[src/hw/adc_gain_loop_consts.vh]
// constants for the adc record-path gain loop: offsets, fields, resets, timing
`ifndef ADC_GAIN_LOOP_CONSTS_VH
`define ADC_GAIN_LOOP_CONSTS_VH

// register indices; byte address is four times the index
`define IDX_CTRL_THREE     6'h22
`define IDX_QUIET_GATE     6'h23
`define IDX_LOOP_CTRL      6'h24
`define IDX_LOOP_STATUS    6'h25

// control three fields
`define F_MODE_BIT         8
`define F_UP_HI            7
`define F_UP_LO            4
`define F_DOWN_HI          3
`define F_DOWN_LO          0
`define RST_CTRL_THREE     9'h032

// quiet gate fields
`define F_QTH_HI           2
`define F_QTH_LO           0
`define F_QEN_BIT          3
`define RST_QUIET_GATE     9'h000

// loop control fields
`define F_EN_BIT           0
`define F_TGT_HI           7
`define F_TGT_LO           4
`define F_STAT_HI          13
`define F_STAT_LO          8
`define RST_LOOP_CTRL      14'h10B0

// status fields
`define F_GATED_BIT        8
`define F_CLIP_BIT         9

// level arithmetic in 0.75 dB units; full scale level code
`define LVL_FULL_SCALE     127
// target -28.5 dBFS in units, 1.5 dB per code
`define TGT_BASE_U         (`LVL_FULL_SCALE - 38)
`define TGT_STEP_U         2
// gate -39 dBFS in units, 6 dB per code, pga gain code 0 is -12 dB
`define GATE_BASE_U        (`LVL_FULL_SCALE - 52 - 16)
`define GATE_STEP_U        8
`define GAIN_MAX           6'h3F
// seven eighths of full scale on a 16-bit magnitude
`define CLIP_MAG           16'h7000

// ramp timing, times as printed, counts in sample periods
`define FS_HZ              48000
`define STEPS_PER_6DB      8
`define DECAY_6DB_US       3300
`define ATTACK_6DB_US      832
`define DECAY_STEP_SMP     ((`DECAY_6DB_US * `FS_HZ) / (`STEPS_PER_6DB * 1000000))
`define ATTACK_STEP_SMP    ((`ATTACK_6DB_US * `FS_HZ) / (`STEPS_PER_6DB * 1000000))
`define RATE_CODE_MAX      4'hA
`define LIMITER_SHIFT      2

`endif

[src/hw/level_to_units.v]
// converts a sample magnitude into a log level in 0.75 dB units
`default_nettype none
module level_to_units (
  input  wire [15:0] mag,   // sample magnitude
  output reg  [6:0]  lvl    // level code, 127 is full scale
);
  integer     i;
  reg   [3:0] msb;  // leading one position
  reg  [15:0] norm; // magnitude shifted to put the leading one at bit 15

  // leading one gives 6 dB octaves, next three bits the fraction
  always @* begin
    msb = 4'h0;
    for (i = 0; i < 16; i = i + 1) begin
      if (mag[i]) begin
        msb = i[3:0];
      end
    end
    norm = mag << (4'hF - msb);
    if (mag == 16'h0000) begin
      lvl = 7'h00;
    end else begin
      lvl = {msb, norm[14:12]};
    end
  end
endmodule
`default_nettype wire

[src/hw/ramp_step_timer.v]
// counts sample periods and emits one step pulse per programmed interval
`default_nettype none
`include "adc_gain_loop_consts.vh"
module ramp_step_timer #(
  parameter [15:0] BASE = 16'h0001  // samples per gain step at code zero
) (
  input  wire       clk,      // system clock
  input  wire       nrst,     // async reset, active low
  input  wire       run,      // interval counting allowed
  input  wire       smp_tick, // one pulse per audio sample
  input  wire [3:0] code,     // rate code, doubles per step
  input  wire       fast,     // limiter mode, quarter interval
  output wire       step      // one-cycle step pulse
);
  reg  [15:0] cnt_r;     // samples counted in this interval
  reg  [15:0] period;    // interval length in samples
  reg  [3:0]  code_sat;  // codes above the top act as the top

  // interval follows the sample rate since it counts samples
  always @* begin
    code_sat = (code > `RATE_CODE_MAX) ? `RATE_CODE_MAX : code;
    period = BASE << code_sat;
    if (fast) begin
      period = period >> `LIMITER_SHIFT;
    end
    if (period == 16'h0000) begin
      period = 16'h0001;
    end
  end

  assign step = run && smp_tick && (cnt_r + 16'h0001 >= period);

  // restart the interval whenever counting stops, so no stale credit
  always @(posedge clk or negedge nrst) begin
    if (!nrst) begin
      cnt_r <= 16'h0000;
    end else if (!run || step) begin
      cnt_r <= 16'h0000;
    end else if (smp_tick) begin
      cnt_r <= cnt_r + 16'h0001;
    end
  end
endmodule
`default_nettype wire

[src/hw/adc_gain_loop.v]
// record-path gain loop: level control, limiter, clip guard, quiet gate, wishbone regs
// Operation
// [RULE_01] mode bit one selects limiter, zero level control
// [RULE_02] ramp-up interval doubles per code from 3.3ms
// [RULE_03] ramp-down interval doubles per code from 832us
// [RULE_04] limiter mode steps four times faster
// [RULE_05] above seven-eighths scale, ramp down at fastest rate
// [RULE_06] clip guard always active while loop enabled
// [RULE_07] ramp-down code zero makes clip guard invisible
// [RULE_08] gated when level below threshold plus gains
// [RULE_09] gated condition freezes gain against ramping up
// [RULE_10] threshold code zero -39dB, minus 6dB per code
// [RULE_11] gate bit three enables quiet gating
// [RULE_12] gate acts only with loop enabled
// [RULE_13] software avoids extreme gate thresholds
// [RULE_14] reset values: mode 0, up 0011, down 0010
// [RULE_15] ramp timing counted in audio sample periods
`default_nettype none
`include "adc_gain_loop_consts.vh"
module adc_gain_loop (
  input  wire        clk,          // 200 MHz system clock
  input  wire        nrst,         // async reset, active low
  input  wire        wb_cyc_i,     // wishbone cycle
  input  wire        wb_stb_i,     // wishbone strobe
  input  wire        wb_we_i,      // wishbone write enable
  input  wire [7:0]  wb_adr_i,     // wishbone byte address
  input  wire [3:0]  wb_sel_i,     // wishbone byte selects
  input  wire [31:0] wb_dat_i,     // wishbone write data
  output reg  [31:0] wb_dat_o,     // wishbone read data
  output reg         wb_ack_o,     // wishbone acknowledge
  input  wire        smp_valid,    // one pulse per adc sample
  input  wire [15:0] adc_sample,   // signed adc sample
  input  wire [5:0]  mic_boost_u,  // mic boost gain in 0.75 dB units
  output reg  [5:0]  pga_gain_r,   // amplifier gain code, 0.75 dB steps
  output reg         gated_r,      // quiet gate holding the gain
  output reg         clip_r        // clip guard active
);
  // software registers
  reg  [8:0]  ctrl_three_r;   // mode, ramp-up and ramp-down codes
  reg  [8:0]  quiet_gate_r;   // gate threshold and gate enable
  reg  [13:0] loop_ctrl_r;    // loop enable, target, static gain

  // loop state
  reg  [6:0]  peak_r;         // peak level since last gain step
  reg  [6:0]  peak_nxt;       // peak including current sample
  reg  [15:0] mag;            // sample magnitude
  wire [6:0]  lvl;            // sample level in 0.75 dB units
  reg  [10:0] gate_lim;       // gate limit in absolute level units
  reg  [10:0] tgt_lvl;        // target level in absolute level units
  reg         want_down;      // level above target
  reg         want_up;        // level below target and room to rise
  reg         quiet;          // gated condition on this sample
  wire        step_up;        // ramp-up timer step
  wire        step_down;      // ramp-down timer step
  wire        clip_now;       // current sample above clip level
  reg  [6:0]  lvl_v;          // level of a valid sample, zero between pulses
  reg         clip_act;       // clip state the down timer runs on
  reg         quiet_act;      // gate state the up timer runs on
  reg  [5:0]  pga_gain_nxt;   // next amplifier gain code
  reg  [6:0]  peak_upd;       // next running peak
  reg         gated_nxt;      // next quiet gate flag
  reg         clip_nxt;       // next clip flag
  reg  [8:0]  ctrl_three_nxt; // next control three word
  reg  [8:0]  quiet_gate_nxt; // next quiet gate word
  reg  [13:0] loop_ctrl_nxt;  // next loop control word
  reg  [31:0] rd_mux;         // read word for the ack cycle

  // sized copies of the shared constants; each is cut on purpose to the width
  // of the datapath that uses it, so no assignment silently drops bits
  localparam integer GATE_BASE_I = `GATE_BASE_U;                    // gate base as integer
  localparam integer TGT_BASE_I  = `TGT_BASE_U;                     // target base as integer
  localparam integer ATK_STEP_I  = `ATTACK_STEP_SMP;                // samples per down step
  localparam integer DCY_STEP_I  = `DECAY_STEP_SMP;                 // samples per up step
  localparam [13:0]  RST_LOOP_V  = `RST_LOOP_CTRL;                  // loop control reset word
  localparam [10:0]  GATE_BASE_V = GATE_BASE_I[10:0];               // gate base, level width
  localparam [10:0]  TGT_BASE_V  = TGT_BASE_I[10:0];                // target base, level width
  localparam [15:0]  ATK_STEP_V  = ATK_STEP_I[15:0];                // down step, timer width
  localparam [15:0]  DCY_STEP_V  = DCY_STEP_I[15:0];                // up step, timer width
  localparam [5:0]   RST_GAIN_V  = RST_LOOP_V[`F_STAT_HI:`F_STAT_LO]; // static gain at reset

  // field views
  wire        mode_lim   = ctrl_three_r[`F_MODE_BIT];
  wire [3:0]  up_code    = ctrl_three_r[`F_UP_HI:`F_UP_LO];
  wire [3:0]  down_code  = ctrl_three_r[`F_DOWN_HI:`F_DOWN_LO];
  wire [2:0]  qth_code   = quiet_gate_r[`F_QTH_HI:`F_QTH_LO];
  wire        qen        = quiet_gate_r[`F_QEN_BIT];
  wire        loop_en    = loop_ctrl_r[`F_EN_BIT];
  wire [3:0]  tgt_code   = loop_ctrl_r[`F_TGT_HI:`F_TGT_LO];
  wire [5:0]  stat_gain  = loop_ctrl_r[`F_STAT_HI:`F_STAT_LO];

  // bus decode
  wire        bus_req    = wb_cyc_i && wb_stb_i && !wb_ack_o;
  wire [5:0]  reg_idx    = wb_adr_i[7:2];
  // a write lands at the edge that shows the ack, while the master still holds it
  wire        wr         = wb_cyc_i && wb_stb_i && wb_we_i && wb_ack_o;

  // magnitude of a signed sample; -32768 maps to 0x8000
  always @* begin
    if (adc_sample[15]) begin
      mag = ~adc_sample + 16'h0001;
    end else begin
      mag = adc_sample;
    end
  end

  level_to_units u_level (
    .mag (mag),
    .lvl (lvl)
  );

  // the sample lane means something only in its valid cycle; between pulses it may
  // carry anything, so decisions fall back on the registered peak and flags
  assign clip_now = smp_valid && (mag > `CLIP_MAG); // RULE_05

  // level of a valid sample only
  always @* begin
    if (smp_valid) begin
      lvl_v = lvl;
    end else begin
      lvl_v = 7'h00; // no sample, no level
    end
  end

  // peak seen since the last step, current sample folded in
  always @* begin
    peak_nxt = (lvl_v > peak_r) ? lvl_v : peak_r;
  end

  // thresholds and decisions, all in 0.75 dB level units
  always @* begin
    // threshold -39 dB falling 6 dB per code
    gate_lim = GATE_BASE_V - {5'h00, qth_code, 3'b000}
             + {5'h00, pga_gain_r} + {5'h00, mic_boost_u}; // RULE_10
    tgt_lvl  = TGT_BASE_V + {6'h00, tgt_code, 1'b0};
    // compared as signed so a very low limit never wraps to a high one
    quiet    = loop_en && qen
             && ($signed({4'h0, peak_nxt}) < $signed(gate_lim)); // RULE_08 RULE_11 RULE_12
    want_down = {4'h0, peak_nxt} > tgt_lvl;
    if (mode_lim) begin
      // limiter only restores up to the static gain
      want_up = !want_down && (pga_gain_r < stat_gain); // RULE_01
    end else begin
      want_up = ({4'h0, peak_nxt} < tgt_lvl) && (pga_gain_r < `GAIN_MAX); // RULE_01
    end
  end

  // between samples the timers run on the flags of the last sample, so an
  // interval is not restarted by every idle clock
  always @* begin
    if (smp_valid) begin
      clip_act  = clip_now;
      quiet_act = quiet;
    end else begin
      clip_act  = clip_r;  // last sample's clip state
      quiet_act = gated_r; // last sample's gate state
    end
  end

  // ramp-down timer, clip guard forces the fastest code
  ramp_step_timer #(
    .BASE (ATK_STEP_V)
  ) u_down (
    .clk      (clk),
    .nrst     (nrst),
    .run      (loop_en && (want_down || clip_act)), // RULE_06
    .smp_tick (smp_valid),                          // RULE_15
    .code     (clip_act ? 4'h0 : down_code),        // RULE_03 RULE_05 RULE_07
    .fast     (mode_lim),                           // RULE_04
    .step     (step_down)
  );

  // ramp-up timer, frozen while gated or clipping
  ramp_step_timer #(
    .BASE (DCY_STEP_V)
  ) u_up (
    .clk      (clk),
    .nrst     (nrst),
    .run      (loop_en && want_up && !want_down && !clip_act && !quiet_act), // RULE_09
    .smp_tick (smp_valid),                                               // RULE_15
    .code     (up_code),                                                 // RULE_02
    .fast     (mode_lim),                                                // RULE_04
    .step     (step_up)
  );

  // next gain, peak and flags; a step clears the peak so each interval judges
  // fresh samples only
  always @* begin
    pga_gain_nxt = pga_gain_r; // hold between samples
    peak_upd     = peak_r;
    gated_nxt    = gated_r;
    clip_nxt     = clip_r;
    if (!loop_en) begin
      // disabled loop simply follows the static gain
      pga_gain_nxt = stat_gain;
      peak_upd     = 7'h00;
      gated_nxt    = 1'b0; // RULE_12
      clip_nxt     = 1'b0;
    end else if (smp_valid) begin
      // flags follow the latest sample
      gated_nxt = quiet;    // RULE_09
      clip_nxt  = clip_now; // RULE_05
      if (step_down) begin
        peak_upd = 7'h00;
        if (pga_gain_r != 6'h00) begin
          pga_gain_nxt = pga_gain_r - 6'h01; // RULE_03
        end
      end else if (step_up) begin
        // the up run condition already keeps the code below its ceiling
        pga_gain_nxt = pga_gain_r + 6'h01; // RULE_02
        peak_upd     = 7'h00;
      end else begin
        peak_upd = peak_nxt; // running peak
      end
    end
  end

  // gain and flag registers
  always @(posedge clk or negedge nrst) begin
    if (!nrst) begin
      pga_gain_r <= RST_GAIN_V; // static gain of the reset loop control word
      peak_r     <= 7'h00;
      gated_r    <= 1'b0;
      clip_r     <= 1'b0;
    end else begin
      pga_gain_r <= pga_gain_nxt;
      peak_r     <= peak_upd;
      gated_r    <= gated_nxt;
      clip_r     <= clip_nxt;
    end
  end

  // register writes, byte lanes honoured, reserved bits dropped
  always @* begin
    ctrl_three_nxt = ctrl_three_r; // unwritten registers hold
    quiet_gate_nxt = quiet_gate_r;
    loop_ctrl_nxt  = loop_ctrl_r;
    if (wr) begin
      case (reg_idx)
        `IDX_CTRL_THREE: begin
          if (wb_sel_i[0]) begin
            ctrl_three_nxt[7:0] = wb_dat_i[7:0]; // RULE_02 RULE_03
          end
          if (wb_sel_i[1]) begin
            ctrl_three_nxt[8] = wb_dat_i[8]; // RULE_01
          end
        end
        `IDX_QUIET_GATE: begin
          if (wb_sel_i[0]) begin
            quiet_gate_nxt = {5'h00, wb_dat_i[3:0]}; // RULE_10 RULE_11
          end
        end
        `IDX_LOOP_CTRL: begin
          if (wb_sel_i[0]) begin
            loop_ctrl_nxt[7:0] = {wb_dat_i[7:4], 3'b000, wb_dat_i[0]};
          end
          if (wb_sel_i[1]) begin
            loop_ctrl_nxt[13:8] = wb_dat_i[13:8];
          end
        end
        default: begin
          // unmapped or read-only: write ignored, still acknowledged
        end
      endcase
    end
  end

  // software registers
  always @(posedge clk or negedge nrst) begin
    if (!nrst) begin
      ctrl_three_r <= `RST_CTRL_THREE; // RULE_14
      quiet_gate_r <= `RST_QUIET_GATE; // RULE_14
      loop_ctrl_r  <= `RST_LOOP_CTRL;
    end else begin
      ctrl_three_r <= ctrl_three_nxt;
      quiet_gate_r <= quiet_gate_nxt;
      loop_ctrl_r  <= loop_ctrl_nxt;
    end
  end

  // read word, chosen at the request edge so it stands in the ack cycle
  always @* begin
    rd_mux = 32'h00000000; // zero outside reads keeps the data lines quiet
    if (bus_req && !wb_we_i) begin
      case (reg_idx)
        `IDX_CTRL_THREE:  rd_mux = {23'h000000, ctrl_three_r};
        `IDX_QUIET_GATE:  rd_mux = {23'h000000, quiet_gate_r};
        `IDX_LOOP_CTRL:   rd_mux = {18'h00000, loop_ctrl_r};
        `IDX_LOOP_STATUS: rd_mux = {22'h000000, clip_r, gated_r, 2'b00, pga_gain_r};
        default:          rd_mux = 32'h00000000; // unmapped addresses read zero
      endcase
    end
  end

  // single-cycle ack with its read word
  always @(posedge clk or negedge nrst) begin
    if (!nrst) begin
      wb_ack_o <= 1'b0;
      wb_dat_o <= 32'h00000000;
    end else begin
      wb_ack_o <= bus_req;
      wb_dat_o <= rd_mux;
    end
  end
endmodule
`default_nettype wire

[config.mk]
export PLATFORM = sky130hd
export DESIGN_NAME = adc_gain_loop
export DESIGN_NICKNAME = d
export VERILOG_FILES = /design/src/hw/level_to_units.v /design/src/hw/ramp_step_timer.v /design/src/hw/adc_gain_loop.v
export VERILOG_INCLUDE_DIRS = /design/src /design/src/hw
export SDC_FILE = /design/constraint.sdc
export NUM_CORES = 1
export LEC_CHECK = 0
export BUFFER_PORTS_ARGS = -buffer_cell sky130_fd_sc_hd__buf_2
export CORE_ASPECT_RATIO = 0.75
export CORE_MARGIN = 5
export CORE_UTILIZATION = 50
export DETAILED_ROUTE_END_ITERATION = 10
export GPL_TIMING_DRIVEN = 0
export PLACE_DENSITY = 0.8
export SETUP_SLACK_MARGIN = 0.05
export SYNTH_ARGS = -nofsm -noshare
export SYNTH_HDL_FRONTEND = slang
export SYNTH_SLANG_ARGS = --single-unit
export TNS_END_PERCENT = 10
[constraint.sdc]
create_clock -name clk -period 13.2 [get_ports clk]
set_input_delay 1.32 -clock clk [delete_from_list [all_inputs] [get_ports clk]]
set_output_delay 1.32 -clock clk [all_outputs]
set_load 0.01 [all_outputs]
==> results.py, run 1 <==
metrics = {
    "outcome": {
        "status": "complete, no violations",
    },
    "setup_path": {
        "critical_path_class": "primary input to flop",
        "worstSetupPathDepth": 40,
        "crit_path_start_kind": "primary input",
        "worst_path_max_delay_cell": "nor4_1",
        "cp_slowest_stage_delay_ps": 600,
        "crit_start": "adc_sample[15]",
        "critPathMaxFanout": 10,
        "worstRegToRegCells": 26,
        "r2r_start": "peak_r[1]",
        "crit_path_end_kind": "flop",
        "crit_top_cell": "clkbuf_1",
        "crit_family": "buffers and inverters",
        "crit_arrival_ps": 11400,
        "critPathBufInv": 9,
        "crit_required_ps": 13430,
    },
    "synth": {
        "seq_area_frac_synth": 0.2597,
        "async_flop_share": 1.000,
        "synth_edf_count": 0,
        "synth_area_leaders": "dfrtp_1 (23%), ha_1 (11%), nand2_1 (4.1%)",
        "synth.top_cell.area_share": 0.2345,
        "synth_flop_cell": "dfrtp_1",
        "ys_ff_latch": 86,
        "yosys.area.top_type": "dfrtp_1",
        "netlist_area_um2": 8324,
        "postSynthAreaPerCell_um2": 8.258,
        "synth_warnings": 0,
        "yosys-top-cells-count": "nand2_1 (90), dfrtp_1 (78), ha_1 (75)",
        "syn_inst": 1008,
        "synthMostInstantiatedCell": "nand2_1",
        "yosys.cell_types.count": 79,
    },
    "floorplanning": {
        "die_x_um": 159.0,
        "placeableCoreArea_um2": 16170,
        "io_pins": 113,
        "fp.dieH_um": 121.7,
        "num_rows": 40,
        "initial_core_util": 0.5149,
        "dieArea_um2": 19360,
    },
    "cts": {
        "cts_buffer_depth": 2,
        "post_cts_buffers": 0,
        "cts_buffers": 9,
        "cts.sinks": 86,
        "h-tree-depth": 3,
        "hold_buffers": 0,
        "tritoncts": "yes",
        "clk_pin_slew_ps": 70,
        "clk_latency_ps": 350,
        "cts_resized": 0,
        "cts-root-buf": "clkbuf_16",
    },
    "sta": {
        "min_period_ps": 11180,
        "slew_violations": 0,
        "finalCritPeriodShare": 0.8468,
        "worst_pin_slew_ps": 1133,
        "final_hold_viol_count": 0,
        "skew_ps": 10.86,
        "finalSetupViolations": 0,
        "setup-tns-final_ps": 0,
        "grt_setup_unrepaired": "false",
        "fmaxAchievable_ghz": 0.08947,
        "slew_headroom": 0.2428,
    },
    "place": {
        "dpl.hpwl_um": 17530,
        "place_congestion": 0.9324,
        "portBuffers": 61,
        "dp_cells": 1299,
    },
    "global_routing": {
        "grt_overflow": 0,
        "grt_start_max_net_pins": 61,
        "grt_pass1_vias": 7309,
        "grt_util_all_layers": 0.2272,
        "grt_pass1_wl_um": 36950,
        "antenna_found_initial": 0,
    },
    "route": {
        "ant_nets": 0,
        "drtPass1Iterations": 5,
        "num_vias": 8048,
        "via_per_inst": 6.120,
        "routed_wl_um": 22600,
        "drtIter0Drc": 863,
        "drc": 0,
        "wire_per_inst_um": 17.18,
    },
    "final_layout": {
        "layoutNonFillerInstCount": 1315,
        "nets": 1252,
        "antenna_cells": 0,
        "syn2layout_area_growth_pct": 11.39,
        "drive_gt1_frac": 0.1448,
    },
    "hold_path": {
        "min_path_type": "flop to flop",
        "hold_start": "wb_ack_o",
        "min_path_cells": 1,
    },
    "job": {
        "cap_violations": 0,
    },
    "pwr": {
        "p_leak_uw": 0.004215,
        "powerDensity_nw_per_um2": 69.75,
        "vdd_drop_max_uv": 66.06,
    },
}
worst reg2reg max path: cells and delay by family (launching register included):
family,cells,cell delay (ps)
compound gates,12,2320
xor+xnor,1,100
fa+ha+maj,3,970
buf+inv,4,1090
flops,1,370
simple gates,6,1240
final cells by class:
type / instances / area [um2]
Multi-Input combinational cell: 807 / 5649
Sequential cell: 86 / 2162
Timing Repair Buffer: 62 / 335.3
Buffer: 78 / 374.1
Clock inverter: 5 / 36.28
Fill cell: 1458 / 6893
Inverter: 56 / 210.2
Tap cell: 210 / 262.8
Clock buffer: 11 / 242.7
routing by layer:
metal	routed length [um]	global-route usage
met5	0	0
met4	175	0.03463
met3	1951	0.04295
met2	9709	0.3375
met1	10760	0.3492
kinds of logic (layout without fill, tap and decap cells):
| kind of cell | Yosys count | after routing | share of synthesized area |
|---|---|---|---|
| compound gates | 274 | 274 | 0.2265 |
| xor+xnor | 50 | 50 | 0.05261 |
| fa+ha+maj | 80 | 80 | 0.1248 |
| buf+inv | 134 | 212 | 0.07019 |
| flops | 86 | 86 | 0.2597 |
| mux | 44 | 44 | 0.05922 |
| other cells | 2 | 21 | 0.0009022 |
| simple gates | 338 | 338 | 0.2061 |
final timing paths:
path,end,slack [ps]
hold / removal,wb_ack_o,480
setup reg to reg,pga_gain_r[5],6980
hold reg to reg,wb_ack_o,480
setup / recovery,pga_gain_r[5],2020
min in group asynchronous,u_up.cnt_r[11],900
max in group asynchronous,loop_ctrl_r[7],11610
state kept, by name, indices dropped and copies added (netlist names):
signal / flops
pga_gain_r: 6
quiet_gate_r: 4
clip_r: 1
u_down.cnt_r: 16
u_up.cnt_r: 16
peak_r: 7
gated_r: 1
loop_ctrl_r: 11
wb_ack_o: 1
wb_dat_o: 14
ctrl_three_r: 9
per-stage QoR:
step | utilization | total power (uW) | area [um2] | hold slack (ps) | worst slack [ps]
2_1_floorplan | - | 365.1 | 8396 | 476.6 | 4048
3_3_place_gp | 0.5545 | 401.2 | 8964 | 463.0 | 2127
3_5_place_dp | 0.5563 | 404.6 | 8994 | 468.2 | 2091
4_1_cts | 0.5736 | 645.1 | 9273 | 476.7 | 2410
5_1_grt | 0.5736 | 672.4 | 9273 | 508.5 | 1110
6_report | 0.5736 | 646.7 | 9273 | 477.2 | 2023
cells in the final DEF, fill, tap and decap left out, types with 14 or more instances in the layout:
cell      count
clkbuf_1     52
buf_2        65
dfrtp_1      78
nand2_1      90
a21oi_1      61
xnor2_1      27
a31oi_1      16
o21ai_0      55
nand3_1      33
xor2_1       23
ha_1         75
mux2_2       26
a21o_1       26
nor3_1       23
mux2i_1      14
a22oi_1      16
buf_4        19
and3_1       21
nor2_1       72
conb_1       21
inv_1        56
report_power, final:
part	switching (uW)	internal, uW	total [uW]	leakage (uW)
sequential	1.56	265	266	0.00112
clock	110	133	244	0.000139
combinational	84.4	52.2	137	0.00295
No activity file was read; power rests on OpenSTA's default activity.
==> run 2: changes to the inputs <==
Settings changed: PLACE_DENSITY 0.8 to 0.83.
Clock period 13.2 ns to 10.1 ns, I/O delays scaled along.
==> run 2 against run 1 <==
Effect of this change: hold slack got worse by 6.0 ps; sequential share of layout area decreased by 0.16 points; sequential power increased by 31%.
==> results.py, run 2 (synthesis results as in run 1) <==
metrics = {
    "route": {
        "drtIter0Drc": 869,
        "via_per_inst": 6.147,
        "wire_per_inst_um": 17.40,
        "drtPass1Iterations": 6,
        "routed_wl_um": 22900,
        "ant_nets": 0,
        "num_vias": 8090,
        "drc": 0,
    },
    "final_layout": {
        "syn2layout_area_growth_pct": 12.14,
        "drive_gt1_frac": 0.1555,
        "final_common_cell": "nand2_1",
        "final_cell_mix": "nand2_1 (90), dfrtp_1 (78), ha_1 (75)",
        "nets": 1254,
        "regArea_um2": 2162,
        "fillerInstances": 1424,
        "post-route-cell-area_um2": 9335,
        "reg_top3": "u_down.cnt_r (16), u_up.cnt_r (16), wb_dat_o (14)",
        "antenna_cells": 0,
        "layoutNonFillerInstCount": 1316,
        "multi_input_area_um2": 5692,
        "final_util": 0.5775,
    },
    "sta": {
        "finalCritPeriodShare": 0.9395,
        "final_hold_viol_count": 0,
        "slew_headroom": 0.2540,
        "min_period_ps": 9489,
        "skew_ps": 12.15,
        "worst_pin_slew_ps": 1117,
        "fmaxAchievable_ghz": 0.1054,
        "finalSetupViolations": 0,
        "grt_setup_unrepaired": "false",
        "slew_violations": 0,
        "layout_setup_ws_ps": 611.0,
    },
    "pwr": {
        "clock_power_share": 0.374,
        "vdd_drop_max_uv": 68.87,
        "p_leak_uw": 0.004250,
        "power_switching_share": 0.3123,
        "powerDensity_nw_per_um2": 90.92,
        "p_comb_frac": 0.215,
        "seqPwrFrac": 0.410,
        "switchingPower_uw": 265.1,
        "fin_total_pwr_uw": 848.8,
        "internal_power_uw": 583.7,
    },
    "global_routing": {
        "grt_util_all_layers": 0.2320,
        "grt_pass1_vias": 7462,
        "grt_overflow": 0,
        "grt_start_max_net_pins": 67,
        "use_met2": 0.3498,
        "use_met3": 0.05546,
        "grt_pass1_wl_um": 37890,
        "gr-usage-met1": 0.3399,
        "antenna_found_initial": 0,
        "top_usage_layer": "met2",
    },
    "job": {
        "cap_violations": 0,
    },
    "cts": {
        "h-tree-depth": 3,
        "hold_buffers": 0,
        "cts-root-buf": "clkbuf_16",
        "cts_buffers": 9,
        "cts_buffer_depth": 2,
        "clk_latency_ps": 350,
        "cts.sinks": 86,
        "tritoncts": "yes",
        "clk_pin_slew_ps": 70,
    },
    "setup_path": {
        "critPathMaxFanout": 10,
        "cp_slowest_stage_delay_ps": 430,
        "r2r_slack_ps": 4250,
        "crit_path_end_kind": "flop",
        "crit_required_ps": 10330,
        "crit_family": "simple AND/OR/NAND/NOR gates",
        "worst_path_max_delay_cell": "or4_4",
        "critical_path_class": "primary input to flop",
        "crit_arrival_ps": 9720,
        "crit_path_start_kind": "primary input",
        "crit_top_cell": "a21oi_1",
        "critPathBufInv": 7,
    },
    "place": {
        "portBuffers": 61,
        "place_congestion": 0.9396,
        "dp_slack_ps": -682.8,
        "dp_cells": 1299,
        "dpl_cell_area_um2": 8994,
        "dpl.hpwl_um": 17580,
    },
    "floorplanning": {
        "placeableCoreArea_um2": 16170,
        "fp.dieH_um": 121.7,
        "die_x_um": 159.0,
        "io_pins": 113,
        "initial_core_util": 0.5149,
        "num_rows": 40,
        "dieArea_um2": 19360,
    },
    "outcome": {
        "status": "complete, no violations",
    },
    "hold_path": {
        "min_path_type": "flop to flop",
    },
}
run 2: per-stage QoR:
| stage | setup TNS, ps | hold WS (ps) |
|---|---|---|
| after global routing | 0 | 516.6 |
| after global placement | -1346 | 458.5 |
| after CTS | 0 | 476.0 |
| after detailed placement | -2093 | 466.8 |
| after floorplan | 0 | 476.6 |
| final | 0 | 471.2 |
run 2: worst paths after layout:
check	cells after the start	start	end
max reg2reg	25	peak_r[4]	pga_gain_r[5]
max	40	adc_sample[2]	pga_gain_r[5]
max in group asynchronous	2	nrst	ctrl_three_r[5]
min	1	wb_ack_o	wb_ack_o
min in group asynchronous	1	nrst	u_up.cnt_r[10]
min reg2reg	1	wb_ack_o	wb_ack_o
run 2: final cells by class:
| type | instances | area share |
|---|---|---|
| plain buffers | 78 | 0.04128 |
| clock buffers | 9 | 0.02413 |
| clock inverters | 6 | 0.005093 |
| inverters | 56 | 0.02252 |
| multi-input cells | 807 | 0.6097 |
| flip-flops and latches | 86 | 0.2316 |
| well taps | 210 | 0.02815 |
| repair buffers | 64 | 0.03753 |
run 2: what timing repair did:
action / in CTS / in global routing
setup endpoints to repair: 3 / 28
gates resized for setup: 4 / 16
setup buffers: 0 / 2
run 2: power groups by stage:
stage | registers [uW] | logic [uW] | clock network, uW
5_1_grt | 348 | 202 | 335
3_3_place_gp | 355 | 169 | 0
2_1_floorplan | 354 | 123 | 0
6_report | 348 | 183 | 318
4_1_cts | 348 | 176 | 320
3_5_place_dp | 355 | 174 | 0
run 2: metal layers:
metal / vias to the layer above / part of all wire
li1: 3831 / -
met1: 3843 / 0.47
met2: 376 / 0.43
met3: 40 / 0.089
met4: 0 / 0.015
met5: - / 0
